<file path="config.mk">
export PLATFORM = sky130hd
export DESIGN_NAME = dcs_control
export DESIGN_NICKNAME = d
export VERILOG_FILES = /design/src/hw/dcs_pkg.sv /design/src/hw/dcs_control.sv /design/src/hw/dcs_status_word.sv
export SDC_FILE = /design/constraint.sdc
export NUM_CORES = 1
export LEC_CHECK = 0
export ABC_AREA = 1
export BUFFER_PORTS_ARGS = -buffer_cell sky130_fd_sc_hd__buf_2
export CORE_ASPECT_RATIO = 0.9
export CORE_MARGIN = 2
export CORE_UTILIZATION = 45
export CTS_CLUSTER_DIAMETER = 100
export DETAILED_ROUTE_END_ITERATION = 10
export PLACE_DENSITY_LB_ADDON = 0.08
export SETUP_SLACK_MARGIN = 0.4
export SLEW_MARGIN = 25
export SYNTH_ARGS = -nofsm -noshare
export SYNTH_HDL_FRONTEND = slang
export SYNTH_SLANG_ARGS = --single-unit
</file>
<file path="constraint.sdc">
create_clock -name clk -period 1.45 [get_ports clk]
set_clock_uncertainty 0.05 [all_clocks]
set_input_delay 0.29 -clock clk [delete_from_list [all_inputs] [get_ports clk]]
set_output_delay 0.29 -clock clk [all_outputs]
set_load 0.02 [all_outputs]
</file>
<file path="src/hw/dcs_pkg.sv">
// Functional notes
// - command bits 1..0 pick one of four preset references; here 00 gives the bus reference, not preset 0.
// - bit 2 low applies dc braking and stop; high allows ramping.
// - bit 3 low disables output stage at once, motor coasts.
// - bit 4 low ramps to standstill with the quick-stop ramp.
// - bit 5 low freezes output frequency; reference updates ignored.
// - while frozen only coast, dc brake or input stop requests stop it.
// - bit 6 low ramps to stop with selected ramp-down time.
// - trip reset only on a rising edge of bit 7.
// - bit 8 high runs at jog speed instead of the reference.
// - bit 9 selects ramp pair one or two.
// - bit 10 low makes the whole command word ignored.
// - bits 11 and 12 drive relays 1 and 4 when so configured.
// - bits 14..13 select set-up one to four in multi set-up mode.
// - bit 15 reverses only when reverse source is serial, or, and.
// - status bit 0 is control ready, zero when tripped.
// - status bits 3, 4, 6 flag trip, error, trip lock.
// - status bit 7 flags warning; bit 5 reserved zero.
// - status bit 8 at speed; bit 9 low when local control.
// - bit 11 start or frequency above zero; bit 10 within limits.
// - bits 12..15 overtemp stop, dc link, torque, thermal timer.
// - lost link or internal comm fault forces status word to zero.
// - references signed 16-bit, 16384 is full scale, same for actual.
package dcs_pkg;
    localparam int CMD_REF_LO   = 0;
    localparam int CMD_REF_HI   = 1;
    localparam int CMD_NO_DCBRK = 2;
    localparam int CMD_NO_COAST = 3;
    localparam int CMD_NO_QSTOP = 4;
    localparam int CMD_NO_HOLD  = 5;
    localparam int CMD_START    = 6;
    localparam int CMD_RESET    = 7;
    localparam int CMD_JOG      = 8;
    localparam int CMD_RAMP2    = 9;
    localparam int CMD_VALID    = 10;
    localparam int CMD_RELAY1   = 11;
    localparam int CMD_RELAY4   = 12;
    localparam int CMD_SETUP_LO = 13;
    localparam int CMD_SETUP_HI = 14;
    localparam int CMD_REVERSE  = 15;

    localparam logic [15:0] CMD_RESET_VAL  = 16'h0000;
    localparam logic [15:0] FULL_SCALE     = 16'h4000;
    localparam logic [5:0]  RELAY1_FN_CW11 = 6'h24;
    localparam logic [5:0]  RELAY4_FN_CW12 = 6'h25;
    localparam logic [3:0]  SETUP_MULTI    = 4'h9;

    typedef enum logic [1:0] {
        DCS_REV_DIN, DCS_REV_SERIAL, DCS_REV_OR, DCS_REV_AND
    } dcs_rev_src_t;

    typedef enum logic [2:0] {
        DCS_STOPPED, DCS_RUN, DCS_RAMP_STOP, DCS_QUICK_STOP,
        DCS_DC_BRAKE, DCS_COAST, DCS_FROZEN
    } dcs_mode_t;

    typedef struct packed {
        logic [5:0]   relay1Fn;
        logic [5:0]   relay4Fn;
        logic [3:0]   activeSetup;
        dcs_rev_src_t revSrc;
        logic         revInput;
        logic         dinDcBrake;
        logic         dinCoast;
        logic         dinResetCoast;
    } dcs_cfg_t;

    typedef struct packed {
        logic trip;
        logic errNoTrip;
        logic tripLock;
        logic warning;
        logic atSpeed;
        logic localStop;
        logic refSiteLocal;
        logic startSignal;
        logic freqAboveZero;
        logic freqInLimits;
        logic overTempStop;
        logic dcLinkOut;
        logic torqueLimit;
        logic thermalTimer;
        logic commLost;
        logic commFault;
    } dcs_drv_stat_t;

    typedef struct packed {
        dcs_mode_t   mode;
        logic [1:0]  presetSel;
        logic        jog;
        logic        ramp2;
        logic        reverse;
        logic        relay1;
        logic        relay4;
        logic [1:0]  setupSel;
        logic        tripReset;
        logic        outputEnable;
        logic        rampEnable;
        logic [15:0] speedRef;
    } dcs_act_t;
endpackage

</file>
<file path="src/hw/dcs_control.sv">
`timescale 1ns/1ps
module dcs_control
    import dcs_pkg::*;
#(
    parameter int WORD_W = 16
) (
    input  wire logic              clk,
    input  wire logic              arst_n,
    input  wire logic              cmdStrobe,
    input  wire logic [15:0]       commandWord,
    input  wire logic [15:0]       busReference,
    input  wire logic [15:0]       presetRef0,
    input  wire logic [15:0]       presetRef1,
    input  wire logic [15:0]       presetRef2,
    input  wire logic [15:0]       presetRef3,
    input  wire logic [15:0]       jogSpeed,
    input  wire logic [15:0]       outputFreq,
    input  dcs_pkg::dcs_cfg_t      cfg,
    input  dcs_pkg::dcs_drv_stat_t drv,
    output dcs_pkg::dcs_act_t      act,
    output logic [15:0]            statusWord,
    output logic [15:0]            actualValueWord
);
    // refused at elaboration: the word layout is fixed at sixteen bits
    if (WORD_W != 16) begin : g_width_check
        $error("dcs_control supports only 16-bit words");
    end

    typedef struct packed {
        logic [15:0] cmd;
        logic [15:0] ref16;
        logic        resetPrev;
        dcs_act_t    act;
        logic [15:0] actual;
    } dcs_state_t;

    dcs_state_t st;
    dcs_state_t next_st;
    logic       stopReq;
    logic       frozen;
    logic       revAllowed;
    logic [15:0] selRef;

    dcs_status_word u_status (
        .clk        (clk),
        .arst_n     (arst_n),
        .drv        (drv),
        .statusWord (statusWord)
    );

    always_comb begin
        next_st = st;
        // only valid words are taken; invalid ones leave the stored word and reference intact
        if (cmdStrobe && commandWord[CMD_VALID]) begin
            next_st.cmd   = commandWord;
            next_st.ref16 = busReference;
        end
        frozen = ~st.cmd[CMD_NO_HOLD];
        stopReq = ~st.cmd[CMD_NO_COAST] | ~st.cmd[CMD_NO_DCBRK]
                | cfg.dinDcBrake | cfg.dinCoast
                | cfg.dinResetCoast;
        unique case ({st.cmd[CMD_REF_HI], st.cmd[CMD_REF_LO]})
            2'b00:   selRef = presetRef0;
            2'b01:   selRef = presetRef1;
            2'b10:   selRef = presetRef2;
            default: selRef = presetRef3;
        endcase
        revAllowed = (cfg.revSrc == DCS_REV_SERIAL)
                   | (cfg.revSrc == DCS_REV_AND & cfg.revInput)
                   | (cfg.revSrc == DCS_REV_OR);

        next_st.act.presetSel = {st.cmd[CMD_REF_HI], st.cmd[CMD_REF_LO]};
        next_st.act.jog   = st.cmd[CMD_JOG];
        next_st.act.ramp2 = st.cmd[CMD_RAMP2];
        next_st.act.reverse = (revAllowed & st.cmd[CMD_REVERSE])
                | (cfg.revSrc == DCS_REV_OR & cfg.revInput)
                | (cfg.revSrc == DCS_REV_DIN & cfg.revInput);
        next_st.act.relay1 = (cfg.relay1Fn == RELAY1_FN_CW11)
                           & st.cmd[CMD_RELAY1];
        next_st.act.relay4 = (cfg.relay4Fn == RELAY4_FN_CW12)
                           & st.cmd[CMD_RELAY4];
        if (cfg.activeSetup == SETUP_MULTI) begin
            next_st.act.setupSel = {st.cmd[CMD_SETUP_HI],
                                    st.cmd[CMD_SETUP_LO]};
        end
        next_st.resetPrev = st.cmd[CMD_RESET];
        next_st.act.tripReset = st.cmd[CMD_RESET]
                              & ~st.resetPrev;

        next_st.act.outputEnable = 1'b1;
        next_st.act.rampEnable   = 1'b1;
        if (!st.cmd[CMD_NO_COAST] || cfg.dinCoast
                || cfg.dinResetCoast) begin
            next_st.act.mode = DCS_COAST;
            next_st.act.outputEnable = 1'b0;
            next_st.act.rampEnable   = 1'b0;
        end else if (!st.cmd[CMD_NO_DCBRK] || cfg.dinDcBrake) begin
            next_st.act.mode = DCS_DC_BRAKE;
            next_st.act.rampEnable = 1'b0;
        end else if (frozen && !stopReq) begin
            // hold ignores quick stop and ramp stop while frozen
            next_st.act.mode = DCS_FROZEN;
        end else if (!st.cmd[CMD_NO_QSTOP]) begin
            next_st.act.mode = DCS_QUICK_STOP;
        end else if (!st.cmd[CMD_START]) begin
            next_st.act.mode = DCS_RAMP_STOP;
        end else begin
            next_st.act.mode = DCS_RUN;
        end

        // frozen speed keeps last value; no reference update reaches it
        if (next_st.act.mode != DCS_FROZEN) begin
            if (st.cmd[CMD_JOG]) begin
                next_st.act.speedRef = jogSpeed;
            end else if (st.cmd[CMD_REF_HI] | st.cmd[CMD_REF_LO]) begin
                next_st.act.speedRef = selRef;
            end else begin
                next_st.act.speedRef = st.ref16;
            end
        end
        next_st.actual = outputFreq;
    end

    always_ff @(posedge clk or negedge arst_n) begin
        if (!arst_n) begin
            st <= '0;
        end else begin
            st <= next_st;
        end
    end

    assign act = st.act;
    assign actualValueWord = st.actual;
endmodule

</file>
<file path="src/hw/dcs_status_word.sv">
`timescale 1ns/1ps
module dcs_status_word
    import dcs_pkg::*;
(
    input  wire logic           clk,
    input  wire logic           arst_n,
    input  dcs_pkg::dcs_drv_stat_t drv,
    output logic [15:0]         statusWord
);
    logic [15:0] next_statusWord;

    always_comb begin
        next_statusWord = 16'h0000;
        next_statusWord[0]  = ~drv.trip;
        next_statusWord[3]  = drv.trip;
        next_statusWord[4]  = drv.errNoTrip;
        next_statusWord[6]  = drv.tripLock;
        next_statusWord[7]  = drv.warning;
        next_statusWord[8]  = drv.atSpeed;
        next_statusWord[9]  = ~(drv.localStop | drv.refSiteLocal);
        next_statusWord[10] = drv.freqInLimits;
        next_statusWord[11] = drv.startSignal | drv.freqAboveZero;
        next_statusWord[12] = drv.overTempStop;
        next_statusWord[13] = drv.dcLinkOut;
        next_statusWord[14] = drv.torqueLimit;
        next_statusWord[15] = drv.thermalTimer;
        if (drv.commLost || drv.commFault) begin
            next_statusWord = 16'h0000;
        end
    end

    always_ff @(posedge clk or negedge arst_n) begin
        if (!arst_n) begin
            statusWord <= 16'h0000;
        end else begin
            statusWord <= next_statusWord;
        end
    end
endmodule

</file>
Word level (Yosys, flattened, before mapping) --
Index checks and enable logic that the tools add are counted.
Storage, ports and cells: register bits 96, bits in latches 0, memory bits (writable) 0, memory bits (read-only) 0, input bits 169, word-level logic and storage cells 73, memories kept 0
Cells by class: add/subtract/negate cells 0, $mul 0, div/mod/pow operators 0, $lt $le $gt $ge 0, equal/unequal tests 9, shift-type cells 0, muxes and demuxes 12, bitwise gates (word level) 24, reductions and logical operators 11
Operators by type and width (count):
- two-way mux 16 bit | 3
- one-hot mux 16 bit (3 select lines) | 1
- == test 6 bit (second input constant) | 2
- bitwise OR 1 bit | 11
- two-way mux 3 bit | 3
- AND 1 bit | 7
- == test 2 bit (second input constant) | 3
- NOT 1 bit | 6
- == test 2 x 1 -> 1 bit (second input constant) | 2
- == test 4 bit (second input constant) | 1
- logical NOT 2 bit | 2
- logical OR 1 bit | 4
- two-way mux 2 bit | 2
- logical NOT 1 bit | 3
- two-way mux 1 bit | 3
- inequality test 3 bit (second input constant) | 1
- logical AND 1 bit | 2

Longest topological paths before layout --
Gate-level depths: netlist (run 1).
depth after elaboration 11, gate-level depth with buffers 9, gate-level depth less buffers 8

Modules after synthesis --
Synthesis (run 1) repeated with hierarchy kept, for this count alone.
Second synthesis, totals: cells, all modules 499, area, all modules 4408.0 sq um
Modules (own cells, without submodules):
- dcs_control | instances 1, cells each 451, area each 3895.0 sq um, seq. area each 1976.9 sq um
- dcs_status_word | instances 1, cells each 48, area each 513.0 sq um, seq. area each 325.3 sq um

Worst setup path after synthesis (run 1) --
Ideal clock, no wire load.
kind register to register, start point register st, in the netlist next_st[43], end point register st, in the netlist act[3], setup time 0.117 ns, arrival time 1.094 ns, data required time 1.283 ns, setup slack 0.189 ns, stages on the path, launching flop included 8, path through dfrtp_1 clkbuf_2 buf_2 or2_1 nand3_1 nand2_1 nand3_1 nand2_1
Between the ends: cells in the longest elaborated chain, start to end 4, elaborated cells between the ends (all ways) 7
Ends and longest elaborated chain:
- start, declared | RTL line dcs_control.sv:37 | dcs_state_t st;
- start signal, assigned | RTL line dcs_control.sv:128 | st <= next_st;
- == test 2 bit, or another cell as far along | RTL line dcs_control.sv:62 | unique case ({st.cmd[CMD_REF_HI], st.cmd[CMD_REF_LO]})
- one-hot mux 16 bit (3 select lines) | RTL line dcs_control.sv:62
- two-way mux 16 bit * | RTL line dcs_control.sv:115 | end else if (st.cmd[CMD_REF_HI] | st.cmd[CMD_REF_LO]) begin
- two-way mux 16 bit * | RTL line dcs_control.sv:113 | if (st.cmd[CMD_JOG]) begin
Mark *: on every way between the ends. The rest lies on a longest branch, timed or not. A chain may end at the register's enable or synchronous reset.

Worst setup path in the final report (run 1) --
start point register st, in the netlist next_st[43], end point register st, in the netlist act[8]
The elaborated chain is that of the path after synthesis.

==> results of run 1 <==
synth_stat cells (all sizes together):
cell type  instances  area, sq um
nor2              47          209
a31oi              1         6.26
o21ai             13         65.1
conb               1         3.75
inv               56          210
nand4              2         12.5
nor4               2         12.5
buf               62          450
nor3               1         5.00
a21oi             25          125
mux2              23          259
clkbuf             6         25.0
nand3             14         75.1
or2                7         43.8
dfrtp             92         2300
o211ai             2         15.0
nand2            140          528
where the power goes:
part | switching, mW | leakage [nW] | internal, mW
combinational | 0.932 | 2.18 | 0.954
clock | 0.971 | 0.108 | 0.879
sequential | 0.192 | 1.09 | 2.87
state kept, by name (all words and copies together) (netlist names):
signal               flops
act                     31
actualValueWord         16
next_st                  5
st                      27
u_status.statusWord     13
layout make-up:
| cell class | instances | area share, % |
|---|---|---|
| inverter | 56 | 3.40 |
| tap | 126 | 2.55 |
| timing repair buffer | 259 | 30.8 |
| clock inverter | 6 | 1.34 |
| multi-input combinational | 280 | 22.4 |
| clock buffer | 10 | 2.23 |
| sequential | 92 | 37.3 |
worst max-delay path: cells and delay by family, from the launching register on:
family                 cells  cell delay (ns)
DFF                        1             0.46
and+or+nand+nor            6             0.39
buffers and inverters      2             0.34
worst paths after layout:
path                                         start                                to  cells past startpoint  slack, ns
min in group asynchronous                   arst_n      actualValueWord[0]$_DFF_PN0_                      2       0.26
max                        next_st[43]$_DFFE_PN0P_                act[8]$_DFFE_PN0P_                      8       0.10
max in group asynchronous                   arst_n                st[56]$_DFFE_PN0P_                      3       0.61
min                                        drv[15]  u_status.statusWord[0]$_DFF_PN0_                      2       0.03
max reg2reg                next_st[43]$_DFFE_PN0P_                act[8]$_DFFE_PN0P_                      8       0.10
min reg2reg                next_st[40]$_DFFE_PN0P_                 act[24]$_DFF_PN0_                      0       0.34
metrics by stage:
stage	setup slack (ns)	std cells	power, mW	util, %
2_1_floorplan	0.261	496	4.19	-
3_3_place_gp	0.0992	779	4.55	55.1
3_5_place_dp	0.0741	779	4.59	55.1
4_1_cts	0.0966	825	6.85	64.4
5_1_grt	-0.00587	829	7.20	64.8
6_report	0.100	829	6.80	64.8
routing by layer:
metal	up-vias	part of all wire, %
met2	146	51
li1	1865	-
met3	25	7.9
met5	-	0
met1	1758	39
met4	0	2.6
cells by family after synthesis:
kind of cell / count (synthesis) / synth area share, %
AOI/OAI and AO/OA: 41 / 4.86
buffers and inverters: 124 / 15.8
DFF: 92 / 52.9
muxes: 23 / 5.96
other: 1 / 0.0862
and+or+nand+nor: 213 / 20.4
repair_timing:
item	in CTS	in global routing
endpoints found under the setup margin	76	76
hold endpoints to repair	110	0
hold buffers	22	0
gates cloned	0	0
setup buffers	8	4
resized for setup	124	2
==> impl_results.md, run 1 <==
* Outcome: complete, no violations
* Clock latency on the worst-skew pair at between 0.3 and 0.4 ns
* Design Area, Final at just over 0.006 sq mm
* Row Count at 34
* Critical-path top delay cell: dfrtp_2
* HPWL Detailed at approximately 7800 um
* Crit share post-route at 93.1%
* First-pass GRT wire length at roughly 18,000 um
* CP Launch Type: register
* Gpl congestion at just under 0.8
* Slew Viols, Final at 0
* Die W at 108 um
* RSZ-0062 raised after global routing: yes
* Via count at 3,794
* Port Buf Inserts at 212
* Met1 Track Usage GR at ~25%
* Initial Util at 45.6%
* CP Capture Type: register
* Kind of critical path: reg -> reg
* Worst-path cell chain: buf_6 > nor2_4 > buf_12 > nor2_1 > nand2_1 > nand2_1 > nand2_1 > nand2_1
* Yosys reg bits at 92
* Synth cell types at 26
* Final ANT Viol Nets at 0
* Yosys warnings at 0
* Chip height at just under 100 um
* Critical path fanouts, max at 26
* WL per Instance at approximately 13 um
* Max VDD drop at ~0.53 mV
* Most common cell after layout, fill and taps aside: buf_2
* CP most frequent cell: nand2_1
* H-tree Lvls at 3
* Worst Path Arrival at ~1.6 ns
* Clock tree buffer depth at 2
* DR vias/cell at approximately 4.6
* Largest net degree at the start of global routing at 46
* DRT iter0 DRCs at 76
* Hold Crit Class: in -> reg
* Hold slack at between 0.02 and 0.03 ns
* Total Routing Usage GR at around 22%
* Area used by multi-input combinational logic at approximately 0.0014 sq mm
* Final setup violating endpoints at 0
* Fin nets at 867
* CTS root buf: clkbuf_8
* Core ar. at 0.00953 sq mm
* Setup_tns at 0 ns
* Final Hold Fails at 0
* Fill cells at approximately 800
* Share of post-route cells with drive strength above 1 at between 40% and 50%
* Seq/Total Area, Yosys at 52.9%
* Final WL at 11,100 um
* Clock Pin Slew Worst Setup and Hold Paths at approximately 0.10 ns
* Post-layout min period at between 1 and 1.5 ns
* Total grt overflow at 0
* Most used routing layer: met2
* Mean area per synthesized cell at approximately 9 sq um
* M2 GR Usage at a little under 40%
* Diodes inserted at 0
* Placed Instance Area at between 0.005 and 0.006 sq mm
* I/O Pins at between 200 and 250
* CP max stage delay at about 0.46 ns
* Full die area at roughly 0.010 sq mm
* Max cap viols at 0
* DRC violations left at 0
* Via count of the first global-routing pass at roughly 4,000
* Total CTS buffers at 9
* CTS tree: built
* Synth Cell Area at 0.00435 sq mm
* Commonest non-fill, non-tap cells in the layout: buf_2, nand2_1, dfrtp_1
* Initial antenna violation count at 0
* Synth Instances at 494
* Leak at about 3.4 nW
* Pre-Repair DR Iteration Count at 5
* Met3 Resource Use GR at 6.71%
* Worst endpoint required time at ~1.7 ns
* # clock sinks at 92
* Pwr dens at between 1000 and 1500 mW/mm^2
* Fmax at between 0.7 and 0.8 GHz
* Register area at between 0.002 and 0.0025 sq mm
* Area Overhead vs Synth at 42.1%
Power figures use the tool's default switching activity.
==> run 2: changes to the inputs <==
- REMOVE_ABC_BUFFERS: unset -> 1
==> impl_results.md, run 2 (synthesized netlist as in run 1, its figures left out) <==
* H-tree Lvls at 3 (unchanged)
* CTS tree: built (unchanged)
* Worst endpoint required time at 1.69 ns (was 1.66 ns)
* Worst Slack Setup Final at 0.0719 ns (was 0.100 ns)
* Switching Share at 31.9% (was 30.8%)
* Comb pwr share at 33.7% (was 27.7%)
* Clock tree buffer depth at 2 (unchanged)
* Commonest non-fill, non-tap cells in the layout: buf_2, nand2_1, dfrtp_1 (unchanged)
* RR Startpoint: next_st[43]$_DFFE_PN0P_ (unchanged)
* Gpl congestion at 0.760 (was 0.791)
* Final ANT Viol Nets at 0 (unchanged)
* Clock power frac at 22.4% (was 27.2%)
* Kind of critical path: reg -> reg (unchanged)
* DRC violations left at 0 (unchanged)
* Full die area at 0.0105 sq mm (unchanged)
* Core ar. at 0.00953 sq mm (unchanged)
* Chip height at 97.3 um (unchanged)
* Final setup violating endpoints at 0 (unchanged)
* Crit share post-route at 95.0% (was 93.1%)
* Clock Pin Slew Worst Setup and Hold Paths at 0.10 ns (about the same)
* WL per Instance at 14.1 um (was 13.3 um)
* Clock latency on the worst-skew pair at 0.35 ns (was 0.36 ns)
* Post-layout min period at 1.38 ns (was 1.35 ns)
* Die W at 108 um (unchanged)
* Fmax at 0.726 GHz (was 0.741 GHz)
* DR vias/cell at 4.57 (was 4.58)
* HPWL Detailed at 7420 um (was 7750 um)
* Post-place setup slack at 0.0478 ns (was 0.0741 ns)
* Initial antenna violation count at 1 (was 0)
* Hold Startpoint: drv[10] (was drv[15])
* Hold Crit Class: in -> reg (unchanged)
* Max VDD drop at 0.564 mV (was 0.527 mV)
* Final Hold Fails at 0 (unchanged)
* Worst r2r path cells at 9 (was 8)
* Worst hold path depth at 2 (unchanged)
* CP Capture Type: register (unchanged)
* RSZ-0062 raised after global routing: yes (unchanged)
* Fin util at 70.4% (was 64.8%)
* Critical path fanouts, max at 5 (was 26)
* Via count of the first global-routing pass at 4,088 (was 4,000)
* Pwr dens at 1040 mW/mm^2 (was 1100 mW/mm^2)
* Row Count at 34 (unchanged)
* # clock sinks at 92 (unchanged)
* Via count at 3,907 (was 3,794)
* First-pass GRT wire length at 19,300 um (was 18,200 um)
* NetSw at 2.23 mW (was 2.10 mW)
* Total grt overflow at 0 (unchanged)
* Share of post-route cells with drive strength above 1 at 47.5% (was 42.0%)
* Setup_tns at 0 ns (unchanged)
* Outcome: complete, no violations (unchanged)
* Max cap viols at 0 (unchanged)
* Leak at 3.60 nW (was 3.38 nW)
* Sequential Power Share at 43.9% (was 45.0%)
* Most common cell after layout, fill and taps aside: buf_2 (unchanged)
* Critical Path Start: next_st[43]$_DFFE_PN0P_ (unchanged)
* Total Routing Usage GR at 23.7% (was 22.1%)
* DRT iter0 DRCs at 135 (was 76)
* Placed Instance Area at 0.00529 sq mm (was 0.00525 sq mm)
* Slew Viols, Final at 0 (unchanged)
* Port Buf Inserts at 212 (unchanged)
* Max reg flops at 31 (unchanged)
* CTS root buf: clkbuf_8 (unchanged)
* Diodes inserted at 0 (unchanged)
* Design Area, Final at 0.00671 sq mm (was 0.00618 sq mm)
* Final WL at 12,100 um (was 11,100 um)
* Largest net degree at the start of global routing at 35 (was 46)
* Worst Path Arrival at 1.62 ns (was 1.56 ns)
* Total CTS buffers at 9 (unchanged)
* Initial Util at 45.6% (unchanged)
* Fin nets at 893 (was 867)
* I/O Pins at 232 (unchanged)
* CP Launch Type: register (unchanged)
* Pre-Repair DR Iteration Count at 5 (unchanged)
* Area Overhead vs Synth at 54.3% (was 42.1%)
* Int Pwr at 4.76 mW (was 4.70 mW)
## run 2: critical path: stages (launching register included)
cell	delay (ns)
dfrtp_1	0.41
buf_6	0.13
nor2_4	0.15
buf_6	0.12
buf_12	0.11
buf_16	0.12
a21oi_2	0.05
nand2_1	0.06
nand2_1	0.05
nand2_1	0.06
## run 2: metal layers
layer / GRT usage [%] / wire length (um) / vias to the layer above
li1: - / - / 1921
met1: 28.0 / 4770 / 1805
met2: 40.6 / 6070 / 162
met3: 7.11 / 1040 / 17
met4: 8.38 / 192 / 2
met5: 0 / 13 / -
## run 2: cell type report
type,count,area (sq um)
repair buffers,284,2340
multi-input cells,281,1510
clock buffers,10,128
clock inverters,6,46.3
flip-flops and latches,92,2300
fillers,766,2820
well taps,126,158
inverters,56,231
## run 2: through the flow
stage | std cells | hold slack [ns] | power, mW
2_1_floorplan | 428 | -0.0556 | 3.89
3_3_place_gp | 783 | 0.158 | 4.56
3_5_place_dp | 783 | 0.160 | 4.60
4_1_cts | 843 | 0.00158 | 6.87
5_1_grt | 855 | 0.00488 | 7.39
6_report | 855 | 0.0283 | 6.99
## run 2: power by group through the flow
stage / combinational, mW / sequential (mW) / clock, mW
after CTS: 2.19 / 3.06 / 1.62
after global placement: 1.51 / 3.05 / 0
after floorplan: 0.574 / 3.31 / 0
final: 2.35 / 3.07 / 1.57
after global routing: 2.55 / 3.11 / 1.74
after detailed placement: 1.54 / 3.06 / 0
## run 2: timing repair
item,4_1_cts,5_1_grt
hold endpoints to repair,34,0
hold buffers,17,0
gates cloned,7,3
resized for setup,173,14
pin swaps,22,27
setup buffers,20,9
setup endpoints to repair,77,79
## run 2: final timing paths
path | end | slack [ns]
hold / removal | u_status.statusWord[9]$_DFF_PN0_ | 0.03
min in group asynchronous | act[10]$_DFFE_PN0P_ | 0.32
setup reg to reg | act[12]$_DFFE_PN0P_ | 0.07
setup / recovery | act[12]$_DFFE_PN0P_ | 0.07
max in group asynchronous | actualValueWord[11]$_DFF_PN0_ | 0.54
hold reg to reg | act[24]$_DFF_PN0_ | 0.33
